### src/inc/sjtap_pkg.sv
// package for the sram test access port: states, instruction codes, widths
// assumes a single system clock sampling the test pins
package sjtap_pkg;
	typedef enum logic [3:0] {
		ST_RESET, ST_IDLE, ST_SEL_DR, ST_CAP_DR, ST_SHIFT_DR, ST_EXIT1_DR, ST_PAUSE_DR,
		ST_EXIT2_DR, ST_UPD_DR, ST_SEL_IR, ST_CAP_IR, ST_SHIFT_IR, ST_EXIT1_IR,
		ST_PAUSE_IR, ST_EXIT2_IR, ST_UPD_IR
	} sjtap_state_t;
	localparam int IR_W = 3;
	localparam int ID_W = 32;
	localparam int BSR_W = 109;
	localparam int RESET_TMS_EDGES = 5;
	localparam logic [IR_W-1:0] INS_EXTEST = 3'h0;
	localparam logic [IR_W-1:0] INS_IDCODE = 3'h1;
	localparam logic [IR_W-1:0] INS_SAMPLE_Z = 3'h2;
	localparam logic [IR_W-1:0] INS_SAMPLE = 3'h4;
	localparam logic [IR_W-1:0] INS_BYPASS = 3'h7;
	localparam logic [IR_W-1:0] IR_CAPTURE = 3'h1;
	// arbitrary identification value
	localparam logic [ID_W-1:0] ID_VALUE = 32'h0a5a5001;
	typedef struct packed {
		logic tck;
		logic tms;
		logic tdi;
	} sjtap_pins_t;
endpackage

### src/logic/sjtap_port.sv
// test access port of a memory, clocked by the system clock
// assumes test pins asynchronous; RST_B_I stands for power-up
`timescale 1ns/10ps
module sjtap_port
	import sjtap_pkg::*;
#(
	parameter int BSR_LEN = sjtap_pkg::BSR_W
) (
	// system
	input wire logic CLK_SYS_I,
	input wire logic RST_B_I,
	// test pins
	input wire sjtap_pkg::sjtap_pins_t PINS_I,
	output logic TDO_O,
	output logic TDO_OE_O,
	// memory side
	input wire logic [BSR_LEN-1:0] MEM_PINS_I,
	output logic MEM_HIZ_O,
	output logic [BSR_LEN-1:0] BSR_UPD_O,
	output logic EXTEST_O
);
	import sjtap_pkg::*;
	// the boundary shift below needs at least two cells
	if (BSR_LEN < 2) begin : g_len_check
		$error("boundary length must be at least two");
	end
	logic [2:0] pin_s;
	logic tck_q;
	logic rise, fall;
	sjtap_state_t st, next_st;
	logic [IR_W-1:0] ir, next_ir, irs, next_irs;
	logic [ID_W-1:0] idr, next_idr;
	logic byp, next_byp;
	logic [BSR_LEN-1:0] bsr, next_bsr, upd, next_upd;
	logic tdo_r, next_tdo, oe_r, next_oe, hiz, next_hiz, ext, next_ext;
	logic ser;
	sjtap_sync #(.W(3), .INIT(3'h3)) u_sync (
		.clk_i(CLK_SYS_I),
		.rst_b_i(RST_B_I),
		.d_i({PINS_I.tck, PINS_I.tms, PINS_I.tdi}),
		.q_o(pin_s)
	);
	// tck is seen low and tms, tdi high at the synchroniser output via reset value
	wire tck_s = pin_s[2];
	wire tms_s = pin_s[1];
	wire tdi_s = pin_s[0];
	assign rise = tck_s & ~tck_q;
	assign fall = ~tck_s & tck_q;
	always_comb begin
		next_st = st;
		if (rise) begin
			unique case (st)
				ST_RESET: next_st = tms_s ? ST_RESET : ST_IDLE;
				ST_IDLE: next_st = tms_s ? ST_SEL_DR : ST_IDLE;
				ST_SEL_DR: next_st = tms_s ? ST_SEL_IR : ST_CAP_DR;
				ST_CAP_DR: next_st = tms_s ? ST_EXIT1_DR : ST_SHIFT_DR;
				ST_SHIFT_DR: next_st = tms_s ? ST_EXIT1_DR : ST_SHIFT_DR;
				ST_EXIT1_DR: next_st = tms_s ? ST_UPD_DR : ST_PAUSE_DR;
				ST_PAUSE_DR: next_st = tms_s ? ST_EXIT2_DR : ST_PAUSE_DR;
				ST_EXIT2_DR: next_st = tms_s ? ST_UPD_DR : ST_SHIFT_DR;
				ST_UPD_DR: next_st = tms_s ? ST_SEL_DR : ST_IDLE;
				ST_SEL_IR: next_st = tms_s ? ST_RESET : ST_CAP_IR;
				ST_CAP_IR: next_st = tms_s ? ST_EXIT1_IR : ST_SHIFT_IR;
				ST_SHIFT_IR: next_st = tms_s ? ST_EXIT1_IR : ST_SHIFT_IR;
				ST_EXIT1_IR: next_st = tms_s ? ST_UPD_IR : ST_PAUSE_IR;
				ST_PAUSE_IR: next_st = tms_s ? ST_EXIT2_IR : ST_PAUSE_IR;
				ST_EXIT2_IR: next_st = tms_s ? ST_UPD_IR : ST_SHIFT_IR;
				ST_UPD_IR: next_st = tms_s ? ST_SEL_DR : ST_IDLE;
			endcase
		end
	end
	always_comb begin
		next_ir = ir;
		next_irs = irs;
		next_idr = idr;
		next_byp = byp;
		next_bsr = bsr;
		next_upd = upd;
		if (rise) begin
			unique case (st)
				ST_RESET: next_ir = INS_IDCODE;
				ST_CAP_IR: next_irs = IR_CAPTURE;
				ST_SHIFT_IR: next_irs = {tdi_s, irs[IR_W-1:1]};
				ST_UPD_IR: next_ir = irs;
				ST_CAP_DR: begin
					next_byp = 1'b0;
					if (ir == INS_IDCODE) begin
						next_idr = ID_VALUE;
					end
					if (ir == INS_SAMPLE_Z || ir == INS_SAMPLE || ir == INS_EXTEST) begin
						next_bsr = MEM_PINS_I;
					end
				end
				ST_SHIFT_DR: begin
					if (ir == INS_IDCODE) begin
						next_idr = {tdi_s, idr[ID_W-1:1]};
					end else if (ir == INS_SAMPLE_Z || ir == INS_SAMPLE
						|| ir == INS_EXTEST) begin
						next_bsr = {tdi_s, bsr[BSR_LEN-1:1]};
					end else begin
						next_byp = tdi_s;
					end
				end
				ST_UPD_DR: begin
					if (ir == INS_EXTEST || ir == INS_SAMPLE) begin
						next_upd = bsr;
					end
				end
				default: begin
				end
			endcase
		end
		// identify instruction stands from the second cycle in reset, even if the clock stops
		if (st == ST_RESET) begin
			next_ir = INS_IDCODE;
		end
	end
	// serial source chosen by state and instruction
	always_comb begin
		if (st == ST_SHIFT_IR) begin
			ser = irs[0];
		end else if (ir == INS_IDCODE) begin
			ser = idr[0];
		end else if (ir == INS_SAMPLE_Z || ir == INS_SAMPLE || ir == INS_EXTEST) begin
			ser = bsr[0];
		end else begin
			ser = byp;
		end
	end
	always_comb begin
		next_tdo = tdo_r;
		next_oe = oe_r;
		next_hiz = (ir == INS_SAMPLE_Z);
		next_ext = (ir == INS_EXTEST);
		if (fall) begin
			next_oe = (st == ST_SHIFT_IR) || (st == ST_SHIFT_DR);
			next_tdo = ser;
		end
	end
	always_ff @(posedge CLK_SYS_I) begin
		if (!RST_B_I) begin
			tck_q <= 1'b0;
			st <= ST_RESET;
			ir <= INS_IDCODE;
			irs <= '0;
			idr <= '0;
			byp <= 1'b0;
			bsr <= '0;
			upd <= '0;
			tdo_r <= 1'b0;
			oe_r <= 1'b0;
			hiz <= 1'b0;
			ext <= 1'b0;
		end else begin
			tck_q <= tck_s;
			st <= next_st;
			ir <= next_ir;
			irs <= next_irs;
			idr <= next_idr;
			byp <= next_byp;
			bsr <= next_bsr;
			upd <= next_upd;
			tdo_r <= next_tdo;
			oe_r <= next_oe;
			hiz <= next_hiz;
			ext <= next_ext;
		end
	end
	assign TDO_O = tdo_r;
	assign TDO_OE_O = oe_r;
	assign MEM_HIZ_O = hiz;
	assign BSR_UPD_O = upd;
	assign EXTEST_O = ext;
	// helper: count consecutive high mode-select rises
	logic [2:0] hi_cnt, next_hi_cnt;
	always_comb begin
		next_hi_cnt = hi_cnt;
		if (rise) begin
			if (!tms_s) begin
				next_hi_cnt = 3'h0;
			end else if (hi_cnt != 3'(RESET_TMS_EDGES)) begin
				next_hi_cnt = hi_cnt + 3'h1;
			end
		end
	end
	always_ff @(posedge CLK_SYS_I) begin
		if (!RST_B_I) begin
			hi_cnt <= '0;
		end else begin
			hi_cnt <= next_hi_cnt;
		end
	end
	property p_five_reset;
		@(posedge CLK_SYS_I) disable iff (!RST_B_I)
			(hi_cnt == 3'(RESET_TMS_EDGES)) |-> (st == ST_RESET);
	endproperty
	a_five_reset: assert property (p_five_reset) else $error("no reset after five highs");
	property p_tdo_on_fall;
		@(posedge CLK_SYS_I) disable iff (!RST_B_I) !$past(fall) |-> $stable(TDO_O);
	endproperty
	a_tdo_on_fall: assert property (p_tdo_on_fall) else $error("data-out moved off fall");
	property p_state_hold;
		@(posedge CLK_SYS_I) disable iff (!RST_B_I) !$past(rise) |-> $stable(st);
	endproperty
	a_state_hold: assert property (p_state_hold) else $error("state moved without rise");
	property p_reset_ir;
		@(posedge CLK_SYS_I) disable iff (!RST_B_I)
			(st == ST_RESET) |=> (ir == INS_IDCODE);
	endproperty
	a_reset_ir: assert property (p_reset_ir) else $error("ir not preloaded");
	property p_tms_steers;
		@(posedge CLK_SYS_I) disable iff (!RST_B_I)
			(rise && st == ST_IDLE && !tms_s) |=> (st == ST_IDLE);
	endproperty
	a_tms_steers: assert property (p_tms_steers) else $error("idle left with low select");
	property p_upd_ir;
		@(posedge CLK_SYS_I) disable iff (!RST_B_I)
			(rise && st == ST_UPD_IR) |=> (ir == $past(irs));
	endproperty
	a_upd_ir: assert property (p_upd_ir) else $error("ir not updated");
	property p_bypass;
		@(posedge CLK_SYS_I) disable iff (!RST_B_I)
			(rise && st == ST_SHIFT_DR && ir == INS_BYPASS) |=> (byp == $past(tdi_s));
	endproperty
	a_bypass: assert property (p_bypass) else $error("bypass bit wrong");
	property p_hiz;
		@(posedge CLK_SYS_I) disable iff (!RST_B_I)
			(ir == INS_SAMPLE_Z) |=> MEM_HIZ_O;
	endproperty
	a_hiz: assert property (p_hiz) else $error("outputs not floated");
	property p_oe;
		@(posedge CLK_SYS_I) disable iff (!RST_B_I)
			(fall && st == ST_SHIFT_DR) |=> (TDO_OE_O && TDO_O == $past(ser));
	endproperty
	a_oe: assert property (p_oe) else $error("shift output wrong");
	property p_powerup;
		@(posedge CLK_SYS_I) $rose(RST_B_I) |-> (st == ST_RESET && ir == INS_IDCODE);
	endproperty
	a_powerup: assert property (p_powerup) else $error("not reset at power-up");
endmodule

### src/logic/sjtap_sync.sv
// three-stage pin synchroniser with agreement filter
// assumes inputs are asynchronous to clk_i
`timescale 1ns/10ps
module sjtap_sync #(
	parameter int W = 3,
	parameter logic [W-1:0] INIT = '1
) (
	input wire logic clk_i,
	input wire logic rst_b_i,
	input wire logic [W-1:0] d_i,
	output logic [W-1:0] q_o
);
	logic [W-1:0] s1, s2, s3, next_q;
	always_comb begin
		next_q = q_o;
		for (int i = 0; i < W; i++) begin
			if (s2[i] == s3[i]) begin
				next_q[i] = s2[i];
			end
		end
	end
	always_ff @(posedge clk_i) begin
		if (!rst_b_i) begin
			s1 <= INIT;
			s2 <= INIT;
			s3 <= INIT;
			q_o <= INIT;
		end else begin
			s1 <= d_i;
			s2 <= s1;
			s3 <= s2;
			q_o <= next_q;
		end
	end
endmodule

### config.mk
export PLATFORM = sky130hd
export DESIGN_NAME = sjtap_port
export DESIGN_NICKNAME = d
export VERILOG_FILES = /design/src/inc/sjtap_pkg.sv /design/src/logic/sjtap_port.sv /design/src/logic/sjtap_sync.sv
export SDC_FILE = /design/constraint.sdc
export NUM_CORES = 1
export LEC_CHECK = 0
export ABC_CLOCK_PERIOD_IN_PS = 4100
export BUFFER_PORTS_ARGS = -buffer_cell sky130_fd_sc_hd__buf_2
export CAP_MARGIN = 10
export CORE_MARGIN = 5
export CORE_UTILIZATION = 59
export DETAILED_ROUTE_END_ITERATION = 10
export PLACE_DENSITY = 0.84
export SLEW_MARGIN = 15
export SYNTH_ARGS = -nofsm -noshare
export SYNTH_HDL_FRONTEND = slang
export SYNTH_SLANG_ARGS = --single-unit
### constraint.sdc
create_clock -name CLK_SYS_I -period 4.1 [get_ports CLK_SYS_I]
set_input_delay 0.82 -clock CLK_SYS_I [delete_from_list [all_inputs] [get_ports CLK_SYS_I]]
set_output_delay 0.82 -clock CLK_SYS_I [all_outputs]
set_load 0.1 [all_outputs]
== Word-level counts from Yosys, hierarchy flattened ==
Index checks and enable logic that the tools add are counted.
W data, S select, Z words.

* Flip-flop bits (word level): 278
* Output and inout port bits: 113
* Logic and storage cells: 95
* Bits in latches: 0
* Bits in read-only memories: 0
* Bits in writable memories: 0
* Memories kept: 0

* Divide/modulo/power cells: 0
* Eq/ne operators: 27
* Shifts and indexed selects: 0
* $add $sub $neg: 0
* Bitwise gates (word level): 5
* Order comparisons: 0
* Reduce and logical (&&, ||, !) cells: 18
* Muxes and demuxes: 27
* $mul: 0

{| class="wikitable"
|+ Operators with widths
! kind !! count
|-
| $mux W109 || 3
|-
| $pmux W109 S2 || 1
|-
| $mux W32 || 2
|-
| $pmux W32 S2 || 1
|-
| $pmux W4 S12 || 1
|-
| $eq A4 B4 Y1 const B || 8
|-
| $eq A4 B3 Y1 const B || 4
|-
| $mux W4 || 4
|-
| $ne A2 B2 Y1 const B || 6
|-
| $eq A4 B2 Y1 const B || 2
|-
| $mux W1 || 8
|-
| $reduce_and A4 Y1 || 2
|-
| $mux W2 || 3
|-
| $mux W3 || 2
|-
| $pmux W3 S2 || 1
|-
| $reduce_or A2 Y1 || 3
|-
| $reduce_and A5 Y1 || 1
|-
| $eq A4 B1 Y1 const B || 1
|-
| $logic_not A4 Y1 || 1
|-
| $logic_or A1 B1 Y1 || 4
|-
| $reduce_and A2 Y1 || 2
|-
| $reduce_bool A2 Y1 || 2
|-
| $eq A1 B1 Y1 || 3
|-
| $eq A3 B1 Y1 const B || 1
|-
| 8 further kinds || 11
|}

== Depth between registers and ports, before layout ==
* Word-level depth: 6
* Mapped depth: 8
* Mapped depth without buffers: 4

== Modules after synthesis ==
Synthesis repeated with hierarchy kept, for this count alone.

* Cell total of the unflattened synthesis: 1217
* Area total of the unflattened synthesis: 11345.9 µm²

{| class="wikitable"
|+ Modules (own cells, without submodules)
! module !! times used !! cells an instance !! seq. area each (µm²) !! area an instance (µm²)
|-
| sjtap_port || 1 || 1186 || 5325.1 || 10989.3
|-
| sjtap_sync || 1 || 31 || 240.2 || 356.6
|}

== Worst setup path after synthesis ==
Ideal clock, no wire load.

* Path type: register to register
* Start point: register st[2]
* End point: register bsr[60]
* Period minus slack after synthesis: 1.909 ns
* Data arrival time: 1.775 ns
* Buffers on the path: 4
* Cell stages (with the launch flop): 8
* Setup time: 0.134 ns
* Slack: 2.191 ns
* Cells stage by stage: dfxtp_1 -> buf_4 -> or3b_4 -> a2111oi_4 -> buf_6 -> buf_6 -> buf_2 -> a211oi_1

* Cells in the longest elaborated chain, start to end: 3
* Elaborated cells on any way between the ends: 8
* Classes of those cells: eq/ne (5); mux (1); reduce/logical (2)

{| class="wikitable"
|+ Ends and longest elaborated chain
! what !! line !! text
|-
| start: declaration || sjtap_port.sv:30 || <nowiki>sjtap_state_t st, next_st;</nowiki>
|-
| start signal: assignment || sjtap_port.sv:156 || <nowiki>st <= next_st;</nowiki>
|-
| $eq A4 B2 Y1 or $eq A4 B3 Y1 (tied branches) || sjtap_port.sv:80 || <nowiki>unique case (st)</nowiki>
|-
| $ne A2 B2 Y1 (no source line) or $reduce_bool A2 Y1 (tied branches) || - ||
|-
| $reduce_and A5 Y1 (no source line) || - ||
|-
| end signal: assignment || sjtap_port.sv:161 || <nowiki>bsr <= next_bsr;</nowiki>
|-
| end: declaration || sjtap_port.sv:34 || <nowiki>logic [BSR_LEN-1:0] bsr, next_bsr, upd, next_upd;</nowiki>
|}

Parallel ways exist; a longest one is shown, timed or not.
A chain may end at the register's enable or synchronous reset.

== Worst setup path after layout ==
* Start point: register st[2]
* End point: register bsr[107]

The elaborated chain is that of the path after synthesis.

==> flow_summary.yaml <==
power_and_ir_drop:
  ir_drop_v: 0.000428
  cellPowerDensity_nw_per_um2: 422
  leakagePower_nw: 4.60
  clkPwrFrac_pct: 47.5
  comb_power_share_pct: 2.7
  swShare_pct: 20.9
  seq_power_share_pct: 49.8
  finalPower_mw: 5.43
  internal_power_mw: 4.30
  p_sw_mw: 1.14
layout:
  drive_gt1_share_pct: 21.7
  final_common_cell: "dfxtp_1"
  most-common-layout-cells: "dfxtp_1, nand2_1, buf_2"
  fill_cells: 1375
  nets: 1490
  area_delta_synth_final_pct: 18.6
synth:
  syn_nets: 1330
  ys_ff_latch: 278
  synth_cells: 1216
  yosysTopAreaCell: "dfxtp_1"
  seq_area_frac_synth_pct: 51.3
  synth.cell_area_um2: 10800
  ys_warn_count: 0
  async_flop_share_pct: 0
  synth_top_cells_by_area: "dfxtp_1, mux2i_1, nand2_1, a211oi_1, a21oi_1"
  synth_edf_count: 0
  synthDistinctLibCells: 47
  synth_ff_type: "dfxtp_1"
  synth.top_cell.area_share_pct: 51.3
  syn_area_per_cell_um2: 8.92
flow_run:
  cap_viol_max_count: 0
placement:
  gp_congestion: 0.796
  numPortBuffers: 226
  dp_hpwl_um: 15900
clock_network:
  clk_latency_ns: 0.53
  cts_max_path_buffers: 3
  ctsResizeCount: 0
  ctsHoldBuffers: 0
  cts_tree: "built"
  h-tree-depth: 1
  clkTransAtPathRegs_ns: 0.06
  cts-buffers-inserted: 28
  cts_setup_buffers: 0
  clockRootBuffer: "clkbuf_16"
  cts_sinks: 278
sta:
  setup_viol: 0
  finClkSkew_ns: 0.0105
  fin_crit_ns: 2.74
  hold_viol: 0
  fmax_mhz: 366
  finalMaxSlewViolations: 0
  period_share_pct: 66.7
  tightest_slew_ns: 1.18
  rsz0062_at_grt: "false"
  slew_headroom_pct: 21.0
  setup_tns_ns: 0
hold_path:
  hold_path.class: "flip-flop to flip-flop"
floorplanning:
  start_util_pct: 60.2
  dieArea_um2: 21200
  fp.dieH_um: 146
  fp-row-count: 49
  die_w_um: 146
  boundaryPins: 227
  core_area_um2: 18000
route:
  route.detailed.drc: 0
  drt_iter0_markers: 497
  avgRoutedWirePerCell_um: 15.6
  drt-total-wl_um: 25400
  num_vias: 9038
  ant_nets: 0
  vias_per_cell: 5.55
  dr.pass1.iters: 5
grt:
  grt_pass1_wl_um: 41400
  track_usage_pct: 22.5
  grt.overflow.total: 0
  grt_pass1_vias: 8238
  grt_start_max_net_pins: 152
  antenna_found_initial: 3
critical_path:
  crit_required_ns: 4.52
  critPathSlowestCell: "dfxtp_1"
  path_max_fanout: 74
  crit_path_cell_trace: "or3b_4 -> a2111oi_4 -> buf_4 -> nor2_1 -> a211oi_1"
  worst-setup-path-type: "flip-flop to flip-flop"
  end_kind: "flip-flop"
  arrival_ns: 3.16
  slowest_delay_ns: 0.70
  cp-start-kind: "flip-flop"
run_status:
  outcome: "finished clean"
[layer usage]
layer	share of wire, %	GRT usage [%]
met4	1.9	5.27
met3	6.8	4.64
met1	43	30.9
met2	48	36.6
met5	0.051	0
[cells by family after synthesis]
group | Yosys count | share of synthesized area, %
AO/OA/AOI/OAI | 295 | 17.7
XOR/XNOR | 1 | 0.0808
buffers and inverters | 115 | 5.22
flip-flops | 278 | 51.3
multiplexers | 110 | 10.2
AND/OR/NAND/NOR | 417 | 15.5
[worst max-delay path, delay by kind of cell (launching register included)]
kind | cells | cell delay (ns)
AND/OR/NAND/NOR | 2 | 0.59
flip-flops | 1 | 0.70
AO/OA/AOI/OAI | 2 | 0.69
buffers and inverters | 1 | 0.62
[state kept, by name, indices dropped and copies added (netlist names), 3 cells and up]
signal	flops
BSR_UPD_O	109
bsr	109
idr	32
ir	3
irs	3
st	4
u_sync.q_o	3
u_sync.s1	3
u_sync.s2	3
u_sync.s3	3
[power groups by stage]
stage | registers, mW | clock network, mW | logic [mW]
3_5_place_dp | 2.77 | 0 | 0.142
5_1_grt | 2.70 | 2.74 | 0.159
6_report | 2.71 | 2.58 | 0.145
2_1_floorplan | 2.77 | 0 | 0.0704
3_3_place_gp | 2.77 | 0 | 0.143
4_1_cts | 2.71 | 2.63 | 0.145
[through the flow]
step	setup slack, ns	instance area (um2)	hold slack, ns	util [%]	std cells
global placement	1.52	11900	0.391	65.9	1574
CTS	1.37	12800	0.406	71.2	1626
finish	1.36	12900	0.405	71.4	1629
floorplan	2.19	10800	0.386	-	1216
global route	1.17	12900	0.425	71.4	1629
detailed placement	1.41	11900	0.391	65.9	1574
[Yosys cell counts, drive strengths merged (2+ instances only)]
cell type and instances:
inv 6, a2111oi 2, and3 2, and2 5, clkbuf 61, o22ai 24, nand2 260, nor3 5
a211oi 108, a311oi 2, mux2i 110, a221oi 4, a211o 2, nand2b 9, a21oi 121, nor4 3
nor2 119, nor3b 2, buf 48, dfxtp 278, o21ai 10, nand3 2, nor2b 3, nor4b 2
o221a 9, a31oi 4
[path summary, 6_finish.rpt]
kind,cells after the start,slack (ns),endpoint,from
setup / recovery,5,1.36,bsr[107],st[2]
hold / removal,1,0.41,u_sync.s2[0],u_sync.s1[0]
setup reg to reg,5,1.36,bsr[107],st[2]
hold reg to reg,1,0.41,u_sync.s2[0],u_sync.s1[0]
[layout make-up]
type                            count  area [um2]  share of cell area (%)
Inverter                            6        27.5                   0.214
Multi-Input combinational cell    823        4740                    36.8
Clock inverter                     14         136                    1.06
Sequential cell                   278        5570                    43.3
Tap cell                          229         287                    2.23
Antenna cell                        2        5.00                  0.0389
Timing Repair Buffer              239        1290                    10.0
Clock buffer                       38         820                    6.37
(Power assumes the default switching activity.)
